--- src/logic/tws_params.svh ---
// Purpose: Constants of the two-wire control slave
// Assumes: Included by the design files by bare name
// Notes: Definitions only
`ifndef TWS_PARAMS_SVH
`define TWS_PARAMS_SVH

// Fixed upper five bits of the seven-bit slave address
`define TWS_ADDR_HI 5'h15
// Block pointer values
`define TWS_BLK_CTRL 8'h00
`define TWS_BLK_TABLE 8'h01
// Highest control register address; the pointer sticks here
`define TWS_CTRL_MAX 8'h4C
// Bit counter value of the eighth bit of a byte
`define TWS_LAST_BIT 3'h7
// Colour component index of the red-difference byte
`define TWS_LAST_COLOR 2'h2
// Position of a byte inside a write transaction
`define TWS_IDX_ADDR 2'h0
`define TWS_IDX_BLK 2'h1
`define TWS_IDX_OFS 2'h2
`define TWS_IDX_DATA 2'h3
// Idle level of synchronised inputs: lines high, port deselected
`define TWS_SYNC_IDLE 5'h1F

`endif

--- src/logic/tws_pkg.sv ---
// Purpose: Types of the two-wire control slave
// Assumes: Nothing
// Notes: Constants live in tws_params.svh
package tws_pkg;

    typedef enum logic [2:0]
    {
        TWS_IDLE = 3'b000,
        TWS_RECV = 3'b001,
        TWS_ACK = 3'b010,
        TWS_SEND = 3'b011,
        TWS_MACK = 3'b100,
        TWS_SKIP = 3'b101
    } tws_state_e;

    typedef logic [7:0] tws_byte_t;

endpackage

--- src/logic/tws_sync_if.sv ---
// Purpose: Synchronised pin levels passed from the synchroniser
// Assumes: Single clock domain on the receiving side
// Notes: Carries levels only, never raw pins
`timescale 1ns/1ps
interface tws_sync_if;
    logic scl;
    logic sda;
    logic port_sel_n;
    logic [1:0] addr_sel;

    modport src
    (
        output scl,
        output sda,
        output port_sel_n,
        output addr_sel
    );
    modport dst
    (
        input scl,
        input sda,
        input port_sel_n,
        input addr_sel
    );
endinterface

--- src/logic/tws_slave.sv ---
// Purpose: Two-wire serial slave giving access to control registers
//          and the overlay colour table
// Assumes: clk far faster than SCL; reg_rd_data valid one cycle after
//          reg_rd_en and held until the next reg_rd_en
// Notes on behaviour
// - Serial port works only while port_sel_n is low.
// - Slave address is 10101 followed by the two address select pins.
// - SDA changes during SCL high are start or stop conditions.
// - Start is SDA falling while SCL is high.
// - Stop is SDA rising while SCL is high; it ends writes.
// - First byte is seven address bits then direction, high means read.
// - Matching address is acknowledged on pulse nine; mismatch is ignored.
// - Every byte moves most significant bit first.
// - Without acknowledge the device leaves SDA released high.
// - Master not acknowledging a read byte ends the read.
// - Write sends block pointer then offset; 00 registers, 01 table.
// - Offset is the base address; first data byte goes there.
// - Control register writes advance the address after every byte.
// - Table writes take luma, blue, red, then advance the location.
// - Reads start at the base address and advance after each byte.
// - Repeated start restarts address decoding.
// - Device only pulls SDA low for acks and read data; never SCL.
// - Control register address stops at its maximum value.
`timescale 1ns/1ps
`include "tws_params.svh"
module tws_slave
    import tws_pkg::*;
(
    // Clock and reset
    input wire logic clk,
    input wire logic sys_rst,
    // Two-wire pins
    input wire logic scl_in,
    input wire logic sda_in,
    output logic sda_out,
    output logic sda_oe_n,
    // Straps
    input wire logic port_sel_n,
    input wire logic [1:0] address_select_pins,
    // Register and table access
    output logic reg_wr_en,
    output logic reg_rd_en,
    output logic reg_block,
    output logic [7:0] reg_addr,
    output logic [1:0] color_sel,
    output logic [7:0] reg_wr_data,
    input wire logic [7:0] reg_rd_data
);
    tws_sync_if sync_bus();

    // Pins are synchronised before any logic looks at them
    tws_sync u_sync
    (
        .clk(clk),
        .sys_rst(sys_rst),
        .scl_pin(scl_in),
        .sda_pin(sda_in),
        .port_sel_n_pin(port_sel_n),
        .addr_sel_pin(address_select_pins),
        .sync(sync_bus)
    );

    tws_state_e state_q;
    logic scl_p_q;
    logic sda_p_q;
    logic [2:0] bit_cnt_q;
    logic byte_full_q;
    logic [1:0] byte_idx_q;
    logic dir_q;
    tws_byte_t rx_q;
    tws_byte_t tx_q;
    tws_byte_t blk_q;
    tws_byte_t ptr_q;
    logic [1:0] color_q;
    logic adv_q;
    logic load_q;
    logic sda_oe_n_q;
    logic reg_wr_en_q;
    logic reg_rd_en_q;
    tws_byte_t reg_wr_data_q;

    logic active;
    logic scl_rise;
    logic scl_fall;
    logic start_det;
    logic stop_det;
    logic byte_end;
    logic is_addr;
    logic addr_match;
    logic block_ok;
    logic tx_last;
    logic mack_ok;
    logic rd_first;
    logic wr_data;

    assign active = ~sync_bus.port_sel_n;
    assign scl_rise = sync_bus.scl & ~scl_p_q;
    assign scl_fall = ~sync_bus.scl & scl_p_q;
    // Conditions need SCL high in both samples around the SDA change
    assign start_det = sync_bus.scl & scl_p_q & sda_p_q
        & ~sync_bus.sda;
    assign stop_det = sync_bus.scl & scl_p_q & ~sda_p_q
        & sync_bus.sda;
    assign byte_end = (state_q == TWS_RECV) & scl_fall & byte_full_q;
    assign is_addr = (byte_idx_q == `TWS_IDX_ADDR);
    assign addr_match = (rx_q[7:1]
        == {`TWS_ADDR_HI, sync_bus.addr_sel});
    assign block_ok = (blk_q == `TWS_BLK_CTRL)
        | (blk_q == `TWS_BLK_TABLE);
    assign tx_last = (state_q == TWS_SEND) & scl_fall
        & (bit_cnt_q == `TWS_LAST_BIT);
    assign mack_ok = (state_q == TWS_MACK) & scl_rise & ~sync_bus.sda
        & ~start_det & ~stop_det;
    assign rd_first = byte_end & is_addr & addr_match & rx_q[0];
    assign wr_data = byte_end & ~dir_q
        & (byte_idx_q == `TWS_IDX_DATA);

    // Previous synchronised samples for edge detection
    always_ff @(posedge clk)
    begin
        if (sys_rst)
        begin
            scl_p_q <= 1'b1;
            sda_p_q <= 1'b1;
        end
        else
        begin
            scl_p_q <= sync_bus.scl;
            sda_p_q <= sync_bus.sda;
        end
    end

    // Transaction sequencing
    always_ff @(posedge clk)
    begin
        if (sys_rst || !active)
        begin
            state_q <= TWS_IDLE;
            bit_cnt_q <= 3'h0;
            byte_full_q <= 1'b0;
            byte_idx_q <= `TWS_IDX_ADDR;
            dir_q <= 1'b0;
            rx_q <= 8'h00;
        end
        else if (start_det)
        begin
            // Also a repeated start: decoding restarts from the address
            state_q <= TWS_RECV;
            bit_cnt_q <= 3'h0;
            byte_full_q <= 1'b0;
            byte_idx_q <= `TWS_IDX_ADDR;
        end
        else if (stop_det)
        begin
            state_q <= TWS_IDLE;
        end
        else
        begin
            case (state_q)
                TWS_RECV:
                begin
                    if (scl_rise)
                    begin
                        rx_q <= {rx_q[6:0], sync_bus.sda};
                        bit_cnt_q <= bit_cnt_q + 3'h1;
                        byte_full_q <= (bit_cnt_q == `TWS_LAST_BIT);
                    end
                    else if (byte_end)
                    begin
                        byte_full_q <= 1'b0;
                        if (is_addr)
                        begin
                            dir_q <= rx_q[0];
                        end
                        if (is_addr && !addr_match)
                        begin
                            state_q <= TWS_SKIP;
                        end
                        else
                        begin
                            state_q <= TWS_ACK;
                        end
                        if (byte_idx_q != `TWS_IDX_DATA)
                        begin
                            byte_idx_q <= byte_idx_q + 2'h1;
                        end
                    end
                end
                TWS_ACK:
                begin
                    if (scl_fall)
                    begin
                        state_q <= dir_q ? TWS_SEND : TWS_RECV;
                        bit_cnt_q <= 3'h0;
                    end
                end
                TWS_SEND:
                begin
                    if (scl_fall)
                    begin
                        bit_cnt_q <= bit_cnt_q + 3'h1;
                        if (bit_cnt_q == `TWS_LAST_BIT)
                        begin
                            state_q <= TWS_MACK;
                        end
                    end
                end
                TWS_MACK:
                begin
                    if (scl_rise && sync_bus.sda)
                    begin
                        state_q <= TWS_SKIP;
                    end
                    else if (scl_fall)
                    begin
                        state_q <= TWS_SEND;
                        bit_cnt_q <= 3'h0;
                    end
                end
                TWS_IDLE, TWS_SKIP:
                begin
                    state_q <= state_q;
                end
                default:
                begin
                    state_q <= TWS_IDLE;
                end
            endcase
        end
    end

    // Open-drain SDA: only acks and read data bits ever pull low
    always_ff @(posedge clk)
    begin
        if (sys_rst || !active || start_det || stop_det)
        begin
            sda_oe_n_q <= 1'b1;
        end
        else if (byte_end && !(is_addr && !addr_match))
        begin
            sda_oe_n_q <= 1'b0;
        end
        else if (state_q == TWS_ACK && scl_fall)
        begin
            sda_oe_n_q <= dir_q ? tx_q[7] : 1'b1;
        end
        else if (state_q == TWS_SEND && scl_fall)
        begin
            // Released for the master's acknowledge after bit eight
            sda_oe_n_q <= tx_last ? 1'b1 : tx_q[6];
        end
        else if (state_q == TWS_MACK && scl_fall)
        begin
            sda_oe_n_q <= tx_q[7];
        end
        else if (state_q == TWS_SKIP || state_q == TWS_IDLE)
        begin
            sda_oe_n_q <= 1'b1;
        end
    end

    // Transmit shifter, loaded the cycle after each read request
    always_ff @(posedge clk)
    begin
        if (sys_rst)
        begin
            tx_q <= 8'hFF;
        end
        else if (load_q)
        begin
            tx_q <= reg_rd_data;
        end
        else if (state_q == TWS_SEND && scl_fall)
        begin
            tx_q <= {tx_q[6:0], 1'b1};
        end
    end

    // Block, base address and colour component pointers
    always_ff @(posedge clk)
    begin
        if (sys_rst)
        begin
            blk_q <= `TWS_BLK_CTRL;
            ptr_q <= 8'h00;
            color_q <= 2'h0;
        end
        else if (byte_end && !dir_q
            && byte_idx_q == `TWS_IDX_BLK)
        begin
            blk_q <= rx_q;
            color_q <= 2'h0;
        end
        else if (byte_end && !dir_q
            && byte_idx_q == `TWS_IDX_OFS)
        begin
            ptr_q <= rx_q;
            color_q <= 2'h0;
        end
        else if (adv_q || tx_last)
        begin
            if (blk_q == `TWS_BLK_CTRL)
            begin
                // Saturates rather than wrapping past the last register
                if (ptr_q != `TWS_CTRL_MAX)
                begin
                    ptr_q <= ptr_q + 8'h01;
                end
            end
            else if (blk_q == `TWS_BLK_TABLE)
            begin
                if (color_q == `TWS_LAST_COLOR)
                begin
                    color_q <= 2'h0;
                    ptr_q <= ptr_q + 8'h01;
                end
                else
                begin
                    color_q <= color_q + 2'h1;
                end
            end
        end
    end

    // Access strobes; pointer moves the cycle after a write strobe
    always_ff @(posedge clk)
    begin
        if (sys_rst)
        begin
            reg_wr_en_q <= 1'b0;
            reg_rd_en_q <= 1'b0;
            reg_wr_data_q <= 8'h00;
            adv_q <= 1'b0;
            load_q <= 1'b0;
        end
        else
        begin
            reg_wr_en_q <= wr_data & block_ok;
            adv_q <= wr_data;
            reg_rd_en_q <= rd_first | mack_ok;
            load_q <= reg_rd_en_q;
            if (wr_data)
            begin
                reg_wr_data_q <= rx_q;
            end
        end
    end

    assign sda_out = 1'b0;
    assign sda_oe_n = sda_oe_n_q;
    assign reg_wr_en = reg_wr_en_q;
    assign reg_rd_en = reg_rd_en_q;
    assign reg_block = blk_q[0];
    assign reg_addr = ptr_q;
    assign color_sel = color_q;
    assign reg_wr_data = reg_wr_data_q;
endmodule

--- src/logic/tws_sync.sv ---
// Purpose: Two-flop synchroniser for all pins entering the clk domain
// Assumes: sys_rst synchronous, active high
// Notes: First stage is read only by the second stage
`timescale 1ns/1ps
`include "tws_params.svh"
module tws_sync
    import tws_pkg::*;
#(
    parameter int WIDTH = 5,
    parameter logic [WIDTH-1:0] RST_VAL = `TWS_SYNC_IDLE
)
(
    // Clock and reset
    input wire logic clk,
    input wire logic sys_rst,
    // Raw pins
    input wire logic scl_pin,
    input wire logic sda_pin,
    input wire logic port_sel_n_pin,
    input wire logic [1:0] addr_sel_pin,
    // Synchronised levels
    tws_sync_if.src sync
);
    logic [WIDTH-1:0] meta_q;
    logic [WIDTH-1:0] sync_q;

    // Both stages reset to the idle level so no false start appears
    always_ff @(posedge clk)
    begin
        if (sys_rst)
        begin
            meta_q <= RST_VAL;
            sync_q <= RST_VAL;
        end
        else
        begin
            meta_q <= {scl_pin, sda_pin, port_sel_n_pin, addr_sel_pin};
            sync_q <= meta_q;
        end
    end

    assign sync.scl = sync_q[4];
    assign sync.sda = sync_q[3];
    assign sync.port_sel_n = sync_q[2];
    assign sync.addr_sel = sync_q[1:0];
endmodule

--- config.mk ---
export PLATFORM = sky130hd
export DESIGN_NAME = tws_slave
export DESIGN_NICKNAME = d
export VERILOG_FILES = /design/src/logic/tws_pkg.sv /design/src/logic/tws_sync_if.sv /design/src/logic/tws_slave.sv /design/src/logic/tws_sync.sv
export VERILOG_INCLUDE_DIRS = /design/src /design/src/logic
export SDC_FILE = /design/constraint.sdc
export NUM_CORES = 1
export LEC_CHECK = 0
export BUFFER_PORTS_ARGS = -buffer_cell sky130_fd_sc_hd__buf_4
export CORE_ASPECT_RATIO = 0.6
export CORE_MARGIN = 2
export CORE_UTILIZATION = 60
export DETAILED_ROUTE_END_ITERATION = 16
export PLACE_DENSITY = 0.82
export SKIP_LAST_GASP = 1
export SLEW_MARGIN = 15
export SYNTH_ARGS = -nofsm -noshare
export SYNTH_HDL_FRONTEND = slang
export SYNTH_SLANG_ARGS = --single-unit
--- constraint.sdc ---
create_clock -name clk -period 4.84 [get_ports clk]
set_clock_uncertainty 0.05 [all_clocks]
set_input_delay 0.242 -clock clk [delete_from_list [all_inputs] [get_ports clk]]
set_output_delay 0.242 -clock clk [all_outputs]
set_load 0.02 [all_outputs]
==> run summary, run 1 <==
total number of vias: 2,803
Combinational Power Share: 2.4%
critical-path cell list: nor2b_1 > nand4b_4 > nor3b_4 > a2bb2oi_2 > o21ai_0 > o31ai_1
DRC errors left: 0
multi-input logic area: 1790 µm²
result of the run: complete, no violations
Core Area: 5180 µm²
Switching Share: 21.6%
cell taking the most area after synthesis: dfxtp_1
H-tree levels: 3
antenna violations before repair: 0
GR Layer Usage met1: 38.5%
Sink Count: 69
NetSw: 0.246 mW
final critical-path share of the clock period: 63.4%
Placed Cells incl. Taps: 458
RSZ-0062 raised after global routing: false
Critical Path Source: scl_p_q
DR iter-0 viols: 207
Yosys top cell area share: 41.7%
Tmin final: 3.07 ns
Flop pwr share: 50.4%
FF/Latch Area: 1380 µm²
Post-Syn Area: 3310 µm²
Lkg Pwr: 1.43 nW
first-pass GRT wire length: 12,000 µm
Setup TNS: 0 ns
Critical Path Sink Type: flop
Avg Cell Area, Syn: 8.78 µm²
Crit-path slowest cell: nor3b_4
port bufs: 36
post-synthesis sequential area ratio: 41.7%
total of max-cap violations: 0
routability congestion estimate from global placement: 0.986
worst endpoint required time: 5.01 ns
clk slew on worst S/H paths: 0.08 ns
TritonCTS clock tree: done
Slew @ Worst Pin: 0.929 ns
FF+latch count, synth: 69
starting density of the core: 63.9%
clk buf depth: 2
met3 GRT Util: 8.40%
post-synth net total: 400
hold slack: 0.0178 ns
Crit path arrival time: 3.24 ns
met2 Usage GRT: 35.4%
WS Path Type: reg -> reg
worst hold path type: in -> reg
clock power share: 47.2%
R2R Path Start: scl_p_q
synth unique cells: 55
Site Rows: 20
Final Core Density: 73.1%
Critical Path Start Type: flop
CP Buf/Inv Count: 0
Pwr Density: 301 nW/µm²
Layout Nets: 426
Synth Flop Type: dfxtp_1
share of layout cells above drive strength 1: 20.3%
Die Y: 61.5 µm
final instance area: 3790 µm²
Area after DPL: 3560 µm²
later-pin clock latency in the skew report: 0.35 ns
final std cells w/o fill: 474
hold_sp: address_select_pins[0]
DPL Wire Length: 5170 µm
vias in the first global route: 2,342
ys async rst share: 0%
Pre-Repair DR Iteration Count: 5
total global routing overflow: 0
Syn-to-layout area delta: 14.4%
drt total wl: 7590 µm
Slew Viols, Final: 0
CTS Buf Count: 9
Fillers: 413
vias per inst: 5.91
Root Buffer: clkbuf_8
Power Total: 1.14 mW
Worst Path Max Fanout: 24
GRT Resource Usage Total: 25.8%
Final Worst Setup Slack: 1.77 ns
Synth area leaders: dfxtp_1 42%, mux2i_1 6.7%, a21oi_1 5.4%
Final Hold Viols: 0
die area: 6150 µm²
Synth Warn #: 0
Max Freq: 326 MHz
Max transition margin: 38.0%
Most Used Layer, Global Route: met1
Post-CTS Setup Bufs: 0
pre-CTS WS: 1.84 ns
Largest stage delay, worst path: 0.84 ns
diode count: 0
Setup-failing EPs final: 0
Resize count post-CTS: 0
Hold Buf Count CTS: 0
Die Span X: 99.9 µm
io pins: 38
worst vdd ir: 252 µV
Post-Syn Instances: 377
Int Pwr: 0.893 mW
DRT antenna net count: 0
largest net degree at the start of global routing: 59
DR WL/cell: 16.0 µm
Post-synth EDFFs: 0
delay-heaviest family, CP: simple AND/OR/NAND/NOR gates
placed cells by master (no fill, tap or decap), drive strengths merged, types with 3 or more instances in the layout:
master  count
a21oi      37
nor3b       3
clkbuf     10
o21ai      11
nor2       32
nor3        8
nand4       4
nand2b     11
nand2      40
nor2b      18
mux2i      22
inv        10
buf        36
ha          8
or2        14
o31ai       6
nand3      13
and2        3
dfxtp      69
and3        4
xnor2       4
mux2        8
nor4        4
final timing paths:
check                                   endpoint  slack, ns  cells past startpoint
worst min register to register  u_sync.sync_q[2]       0.36                      1
worst max-delay path                 reg_addr[2]       1.77                      6
worst max register to register       reg_addr[2]       1.77                      6
worst min-delay path            u_sync.meta_q[0]       0.02                      2
kinds of logic (layout without fill, tap and decap cells):
group / count (synthesis) / in the layout / share of synthesized area (%)
simple gates: 166 / 166 / 27.4
compound gates: 70 / 70 / 13.1
flops: 69 / 69 / 41.7
mux: 30 / 30 / 9.38
buf+inv: 29 / 60 / 4.12
fa+ha+maj: 8 / 8 / 3.02
xor+xnor: 4 / 4 / 1.06
other cells: 1 / 1 / 0.113
state kept, by name, summed over array words and instances, names as in the netlist, 2 cells and up:
register,cells
rx_q,8
reg_wr_data,8
byte_idx_q,2
u_sync.meta_q,5
color_sel,2
state_q,3
tx_q,8
u_sync.sync_q,5
blk_q,8
reg_addr,8
bit_cnt_q,3
metal layers:
| metal | share of wire (%) | vias to the layer above |
|---|---|---|
| li1 | - | 1366 |
| met1 | 50 | 1314 |
| met2 | 41 | 113 |
| met3 | 8.5 | 10 |
| met4 | 1.0 | 0 |
| met5 | 0 | - |
worst reg2reg max path: stages, from the launching register on:
cell and delay [ns]:
dfxtp_1 0.42, nor2b_1 0.63, nand4b_4 0.29, nor3b_4 0.84, a2bb2oi_2 0.36, o21ai_0 0.27, o31ai_1 0.09
cells in the mapped netlist, types with 6 or more instances:
master	count
ha_1	8
mux2_2	8
mux2i_1	22
nand2b_1	11
nor3_1	8
o21ai_0	10
nor2b_1	18
inv_1	8
nand3_1	12
or2_2	14
dfxtp_1	69
a21oi_1	36
clkbuf_1	11
nor2_1	31
nand2_1	40
o31ai_1	6
power by group through the flow:
stage               sequential, mW  clock, mW  combinational (mW)
detailed placement           0.588          0              0.0275
global placement             0.588          0              0.0267
CTS                          0.574      0.545              0.0277
floorplan                    0.586          0              0.0179
global route                 0.575      0.570              0.0302
finish                       0.574      0.538              0.0277
layout make-up:
cell class,instances,share of cell area (%)
multi-input cells,279,47.3
clock buffers,10,3.63
inverters,8,0.793
clock inverters,6,2.48
flip-flops and latches,69,36.5
well taps,66,2.18
repair buffers,36,7.14
Note: power is estimated with default switching activity, not from simulation.
==> inputs of run 2 (changes only) <==
--- a/config.mk
+++ b/config.mk
@@ -6,12 +6,13 @@
 export SDC_FILE = /design/constraint.sdc
 export NUM_CORES = 1
 export LEC_CHECK = 0
+export ABC_AREA = 1
 export BUFFER_PORTS_ARGS = -buffer_cell sky130_fd_sc_hd__buf_4
 export CORE_ASPECT_RATIO = 0.6
 export CORE_MARGIN = 2
-export CORE_UTILIZATION = 60
+export CORE_UTILIZATION = 58
 export DETAILED_ROUTE_END_ITERATION = 16
-export PLACE_DENSITY = 0.82
+export PLACE_DENSITY = 0.79
 export SKIP_LAST_GASP = 1
 export SLEW_MARGIN = 15
 export SYNTH_ARGS = -nofsm -noshare
==> constraint.sdc (replaced) <==
create_clock -name clk -period 2.87 [get_ports clk]
set_clock_uncertainty 0.05 [all_clocks]
set_input_delay 0.1435 -clock clk [delete_from_list [all_inputs] [get_ports clk]]
set_output_delay 0.1435 -clock clk [all_outputs]
set_load 0.02 [all_outputs]
==> run summary, run 2 <==
result of the run: complete, no violations (unchanged)
Pre-Repair DR Iteration Count: 5 (unchanged)
most common cell in the netlist: nand2_1 (was dfxtp_1)
Worst Reg-to-Reg Cells: 11 (was 6)
io pins: 38 (unchanged)
Die Y: 62.7 µm (was 61.5 µm)
Avg Cell Area, Syn: 6.99 µm² (was 8.78 µm²)
most frequent cells in the layout: 98 x nand2_1, 71 x inv_1, 69 x dfxtp_1 (was 69 x dfxtp_1, 40 x nand2_1, 36 x a21oi_1, 36 x buf_4, 31 x nor2_1)
CTS Buf Count: 9 (unchanged)
Lkg Pwr: 1.84 nW (was 1.43 nW)
Critical Path Start Type: flop (unchanged)
Final Hold Viols: 0 (unchanged)
Synth Flop Type: dfxtp_1 (unchanged)
DPL Wire Length: 5320 µm (was 5170 µm)
worst vdd ir: 361 µV (was 252 µV)
Flop pwr share: 52.8% (was 50.4%)
Crit path arrival time: 2.18 ns (was 3.24 ns)
R2R Path Start: state_q[0] (was scl_p_q)
Fillers: 492 (was 413)
commonest non-fill, non-tap cell in the layout: nand2_1 (was dfxtp_1)
Core Area: 5570 µm² (was 5180 µm²)
routability congestion estimate from global placement: 0.972 (was 0.986)
CP dominant cell by count: nand2_1
Die Span X: 102 µm (was 99.9 µm)
WS Path Type: reg -> reg (unchanged)
total of max-cap violations: 0 (unchanged)
Critical Path Sink: reg_addr[0] (was reg_addr[2])
Final Core Density: 71.0% (was 73.1%)
r2r endpoint: reg_addr[0] (was reg_addr[2])
share of layout cells above drive strength 1: 15.5% (was 20.3%)
Root Buffer: clkbuf_8 (unchanged)
starting density of the core: 59.9% (was 63.9%)
RSZ-0062 raised after global routing: false (unchanged)
port bufs: 36 (unchanged)
later-pin clock latency in the skew report: 0.35 ns (about the same)
worst reg-to-reg setup slack: 0.92 ns (was 1.77 ns)
final critical-path share of the clock period: 67.8% (was 63.4%)
vias per inst: 5.15 (was 5.91)
Setup-failing EPs final: 0 (unchanged)
FF/Latch Area: 1380 µm² (unchanged)
Yosys top cell area share: 41.4% (was 41.7%)
Site Rows: 21 (was 20)
Post-CTS Setup Bufs: 0 (unchanged)
TritonCTS clock tree: done (unchanged)
antenna violations before repair: 0 (unchanged)
Largest stage delay, worst path: 0.45 ns (was 0.84 ns)
CP Buf/Inv Count: 2 (was 0)
hold slack: 0.0137 ns (was 0.0178 ns)
most frequent cells after synthesis: 98 x nand2_1, 71 x inv_1, 69 x dfxtp_1 (was 69 x dfxtp_1, 40 x nand2_1, 36 x a21oi_1)
largest net degree at the start of global routing: 31 (was 59)
Critical Path Source: state_q[0] (was scl_p_q)
drt total wl: 7550 µm (was 7590 µm)
Layout Nets: 546 (was 426)
multi-input logic area: 1590 µm² (was 1790 µm²)
clock power share: 43.5% (was 47.2%)
Post-synth EDFFs: 0 (unchanged)
vias in the first global route: 2,844 (was 2,342)
clk slew on worst S/H paths: 0.07 ns (was 0.08 ns)
total number of vias: 3,131 (was 2,803)
Switching Share: 22.2% (was 21.6%)
clk buf depth: 2 (unchanged)
Int Pwr: 1.42 mW (was 0.893 mW)
diode count: 0 (unchanged)
first-pass GRT wire length: 12,800 µm (was 12,000 µm)
DR WL/cell: 12.4 µm (was 16.0 µm)
synth unique cells: 30 (was 55)
GRT Resource Usage Total: 25.8% (about the same)
Setup TNS: 0 ns (unchanged)
Syn-to-layout area delta: 18.5% (was 14.4%)
DR iter-0 viols: 270 (was 207)
Post-Syn Area: 3340 µm² (was 3310 µm²)
worst endpoint required time: 3.11 ns (was 5.01 ns)
Max transition margin: 44.3% (was 38.0%)
Pwr Density: 463 nW/µm² (was 301 nW/µm²)
critical-path cell list: nand3_2 > nor2_4 > nand3_2 > buf_4 > nand2_1 > inv_1 > nand2_1 > nand2_1 > nand2_1 > nand2_1 > nor2_1 (was nor2b_1 > nand4b_4 > nor3b_4 > a2bb2oi_2 > o21ai_0 > o31ai_1)
Slew Viols, Final: 0 (unchanged)
Synth Warn #: 0 (unchanged)
die area: 6390 µm² (was 6150 µm²)
Critical Path Sink Type: flop (unchanged)
DRT antenna net count: 0 (unchanged)
ys async rst share: 0% (unchanged)
cell taking the most area after synthesis: dfxtp_1 (unchanged)
Levels on crit path: 11 (was 6)
Combinational Power Share: 3.7% (was 2.4%)
Crit-path slowest cell: dfxtp_1 (was nor3b_4)
worst hold path type: in -> reg (unchanged)
Slew @ Worst Pin: 0.834 ns (was 0.929 ns)
Worst Path Max Fanout: 20 (was 24)
NetSw: 0.406 mW (was 0.246 mW)
Post-Syn Instances: 477 (was 377)
Synth area leaders: dfxtp_1 41%, nand2_1 11%, inv_1 8.0% (was dfxtp_1 42%, mux2i_1 6.7%, a21oi_1 5.4%)
post-synthesis sequential area ratio: 41.4% (was 41.7%)
DRC errors left: 0 (unchanged)
FF+latch count, synth: 69 (unchanged)
Max Freq: 514 MHz (was 326 MHz)
delay-heaviest family, CP: simple AND/OR/NAND/NOR gates (unchanged)
Tmin final: 1.95 ns (was 3.07 ns)
total global routing overflow: 0 (unchanged)
H-tree levels: 3 (unchanged)
post-synth net total: 500 (was 400)
Sink Count: 69 (unchanged)
-- run 2: worst min-delay path by stage --
| stage | startpoint | end | slack [ns] | depth (start not counted) |
|---|---|---|---|---|
| 5_1_grt | reg_rd_data[0] | tx_q[0] | 0.05 | 3 |
| 3_5_place_dp | sda_in | u_sync.meta_q[3] | 0.28 | 2 |
| 4_1_cts | reg_rd_data[0] | tx_q[0] | 0.0001 | 3 |
| 6_report | reg_rd_data[0] | tx_q[0] | 0.01 | 3 |
| 2_1_floorplan | address_select_pins[0] | u_sync.meta_q[0] | 0.20 | 1 |
| 3_3_place_gp | address_select_pins[1] | u_sync.meta_q[1] | 0.28 | 2 |
-- run 2: per-layer routing --
metal | share of wire, % | vias to the layer above | track usage, %
li1 | - | 1602 | -
met1 | 48 | 1382 | 37.6
met2 | 40 | 134 | 36.7
met3 | 9.8 | 13 | 7.61
met4 | 1.3 | 0 | 8.17
met5 | 0 | - | 0
-- run 2: cell type report --
type	count	area share (%)
Multi-Input combinational cell	320	40.3
Sequential cell	69	34.9
Clock buffer	11	3.58
Inverter	73	6.96
Timing Repair Buffer	50	10.2
Clock inverter	5	1.49
Tap cell	80	2.53
-- run 2: timing repair --
action / 4_1_cts / 5_1_grt
endpoints found under the setup margin: 0 / 0
resized for setup: 0 / 0
hold buffers: 11 / 0
hold endpoints to repair: 11 / 0
-- run 2: worst min-delay path, stage by stage --
cell and delay (ns):
buf_4 0.08, nor2_1 0.03, o21ai_0 0.13
-- run 2: stage by stage --
step	std cells	worst slack (ns)	power [mW]	instance area, µm²
global placement	581	1.05	1.04	3640
detailed placement	581	0.962	1.04	3640
global route	608	0.713	1.90	3950
floorplan	477	1.32	1.02	3340
finish	608	0.923	1.83	3950
CTS	608	0.939	1.85	3950
-- run 2: cells by family (layout without fill, tap and decap cells) --
family / after synthesis / count (layout) / synth area share (%)
xor gates and xnor gates: 5 / 5 / 1.31
and+or+nand+nor: 216 / 216 / 29.6
adders and majority gates: 8 / 8 / 3.00
AOI/OAI and AO/OA: 90 / 90 / 13.8
DFF: 69 / 69 / 41.4
other: 1 / 1 / 0.112
buffers and inverters: 88 / 139 / 10.8
-- run 2: power groups by stage --
stage | Sequential [mW] | Clock (mW) | Combinational (mW)
finish | 0.967 | 0.795 | 0.0676
global route | 0.967 | 0.858 | 0.0752
CTS | 0.967 | 0.812 | 0.0667
detailed placement | 0.989 | 0 | 0.0544
global placement | 0.989 | 0 | 0.0534
floorplan | 0.989 | 0 | 0.0333
==> inputs of run 3 (changes only) <==
--- a/config.mk
+++ b/config.mk
@@ -10,9 +10,9 @@
 export BUFFER_PORTS_ARGS = -buffer_cell sky130_fd_sc_hd__buf_4
 export CORE_ASPECT_RATIO = 0.6
 export CORE_MARGIN = 2
-export CORE_UTILIZATION = 58
+export CORE_UTILIZATION = 52
 export DETAILED_ROUTE_END_ITERATION = 16
-export PLACE_DENSITY = 0.79
+export PLACE_DENSITY = 0.75
 export SKIP_LAST_GASP = 1
 export SLEW_MARGIN = 15
 export SYNTH_ARGS = -nofsm -noshare
==> constraint.sdc (replaced) <==
create_clock -name clk -period 1.7 [get_ports clk]
set_clock_uncertainty 0.05 [all_clocks]
set_input_delay 0.085 -clock clk [delete_from_list [all_inputs] [get_ports clk]]
set_output_delay 0.085 -clock clk [all_outputs]
set_load 0.02 [all_outputs]
==> run summary, run 3 (synthesis results as in run 2) <==
Pwr Density: 732 nW/µm² (was 463 nW/µm²)
total of max-cap violations: 0 (unchanged)
routability congestion estimate from global placement: 0.904 (was 0.972)
later-pin clock latency in the skew report: 0.35 ns (about the same)
Final Worst Setup Slack: 0.105 ns (was 0.923 ns)
Crit path arrival time: 1.80 ns (was 2.18 ns)
CP dominant cell by count: nand2_1 (unchanged)
final instance area: 4180 µm² (was 3950 µm²)
largest net degree at the start of global routing: 26 (was 31)
DRC errors left: 0 (unchanged)
commonest non-fill, non-tap cell in the layout: nand2_1 (unchanged)
total number of vias: 3,155 (was 3,131)
Pre-Repair DR Iteration Count: 5 (unchanged)
Site Rows: 22 (was 21)
DRT antenna net count: 0 (unchanged)
Core Area: 6170 µm² (was 5570 µm²)
vias per inst: 5.04 (was 5.15)
R2R Path Start: scl_p_q (was state_q[0])
Setup-failing EPs final: 0 (unchanged)
worst reg-to-reg setup slack: 0.10 ns (was 0.92 ns)
most frequent cells in the layout: 98 x nand2_1, 68 x inv_1, 63 x dfxtp_1 (was 98 x nand2_1, 71 x inv_1, 69 x dfxtp_1)
pre-CTS WS: 0.0396 ns (was 0.962 ns)
CP Buf/Inv Count: 2 (unchanged)
io pins: 38 (unchanged)
result of the run: complete, no violations (unchanged)
DR WL/cell: 12.6 µm (was 12.4 µm)
share of layout cells above drive strength 1: 20.7% (was 15.5%)
Sink Count: 69 (unchanged)
die area: 7090 µm² (was 6390 µm²)
Critical Path Start Type: flop (unchanged)
total global routing overflow: 0 (unchanged)
Levels on crit path: 12 (was 11)
Crit-path slowest cell: dfxtp_1 (unchanged)
final critical-path share of the clock period: 93.8% (was 67.8%)
Die Y: 66.0 µm (was 62.7 µm)
H-tree levels: 3 (unchanged)
GRT Resource Usage Total: 24.7% (was 25.8%)
worst hold path type: in -> reg (unchanged)
starting density of the core: 54.1% (was 59.9%)
Slew Viols, Final: 0 (unchanged)
Largest stage delay, worst path: 0.41 ns (was 0.45 ns)
Lkg Pwr: 1.92 nW (was 1.84 nW)
DPL Wire Length: 5790 µm (was 5320 µm)
Area after DPL: 3780 µm² (was 3640 µm²)
drt total wl: 7880 µm (was 7550 µm)
Final Hold Viols: 0 (unchanged)
CTS Buf Count: 9 (unchanged)
Layout Nets: 561 (was 546)
worst endpoint required time: 1.90 ns (was 3.11 ns)
port bufs: 36 (unchanged)
clk buf depth: 2 (unchanged)
critical-path cell list: inv_1 > nor2_4 > nand3_2 > nand2_2 > nand2_1 > nor2_1 > nand2_1 > buf_12 > nand2_1 > nand2_1 > nand2_1 > nor2_1 (was nand3_2 > nor2_4 > nand3_2 > buf_4 > nand2_1 > inv_1 > nand2_1 > nand2_1 > nand2_1 > nand2_1 > nor2_1)
Tmin final: 1.60 ns (was 1.95 ns)
Max Freq: 627 MHz (was 514 MHz)
Root Buffer: clkbuf_8 (unchanged)
clk slew on worst S/H paths: 0.07 ns (about the same)
Worst Path Max Fanout: 11 (was 20)
Critical Path Source: scl_p_q (was state_q[0])
Setup TNS: 0 ns (unchanged)
WHS Path Cells: 2 (was 3)
Syn-to-layout area delta: 25.3% (was 18.5%)
vias in the first global route: 2,864 (was 2,844)
first-pass GRT wire length: 13,500 µm (was 12,800 µm)
Die Span X: 107 µm (was 102 µm)
Worst Reg-to-Reg Cells: 12 (was 11)
antenna violations before repair: 0 (unchanged)
r2r endpoint: reg_addr[0] (unchanged)
Critical Path Sink: reg_addr[0] (unchanged)
WS Path Type: reg -> reg (unchanged)
worst vdd ir: 559 µV (was 361 µV)
delay-heaviest family, CP: simple AND/OR/NAND/NOR gates (unchanged)
diode count: 0 (unchanged)
DR iter-0 viols: 186 (was 270)
TritonCTS clock tree: done (unchanged)
Critical Path Sink Type: flop (unchanged)
## run 3: cell count changes in the layout (fill, tap and decap cells not counted), moves of 3 or more
| cell | change |
|---|---|
| buf_4 | +12 |
| dfxtp_2 | +4 |
| nand3_4 | +3 |
| nor2_1 | -3 |
| dfxtp_1 | -6 |
| inv_1 | -3 |
## run 3: cell type report
type                            instances  area (µm²)
Tap cell                               84         105
Clock buffer                            9         124
Sequential cell                        69        1390
Fill cell                             545        1990
Clock inverter                          6        65.1
Timing Repair Buffer                   65         543
Multi-Input combinational cell        320        1670
Inverter                               73         278
## run 3: timing repair
action | 4_1_cts | 5_1_grt
endpoints found under the hold margin | 12 | 0
hold buffers | 12 | 0
buffers inserted | 0 | 0
gates resized for setup | 0 | 29
setup endpoints to repair | 0 | 21
## run 3: metrics by stage
stage	cells	power [mW]	hold slack, ns	util (%)
2_1_floorplan	477	1.73	0.139	-
3_5_place_dp	599	1.77	0.222	61.3
3_3_place_gp	599	1.77	0.220	61.3
5_1_grt	626	3.17	0.0210	67.8
4_1_cts	626	3.08	0.00388	66.3
6_report	626	3.06	0.0218	67.8
## run 3: where the power goes
part | total (mW) | switching [mW] | internal, mW | leakage, nW
clock network | 1.30 | 0.637 | 0.668 | 0.0950
logic | 0.125 | 0.0590 | 0.0659 | 1.27
registers | 1.63 | 0.00625 | 1.62 | 0.561
total | 3.06 | 0.702 | 2.36 | 1.92
## run 3: how the worst min path moves through the flow
stage                                start          endpoint
floorplan           address_select_pins[0]  u_sync.meta_q[0]
global placement    address_select_pins[1]  u_sync.meta_q[1]
detailed placement                  scl_in  u_sync.meta_q[4]
CTS                                sys_rst             adv_q
global route                       sys_rst             adv_q
finish                             sys_rst             adv_q
## run 3: per-layer routing
layer / GRT usage [%] / up-vias / routed length (µm)
met4: 6.73 / 0 / 88
li1: - / 1631 / -
met1: 35.0 / 1403 / 4010
met3: 8.08 / 10 / 652
met5: 0 / - / 0
met2: 35.8 / 111 / 3130
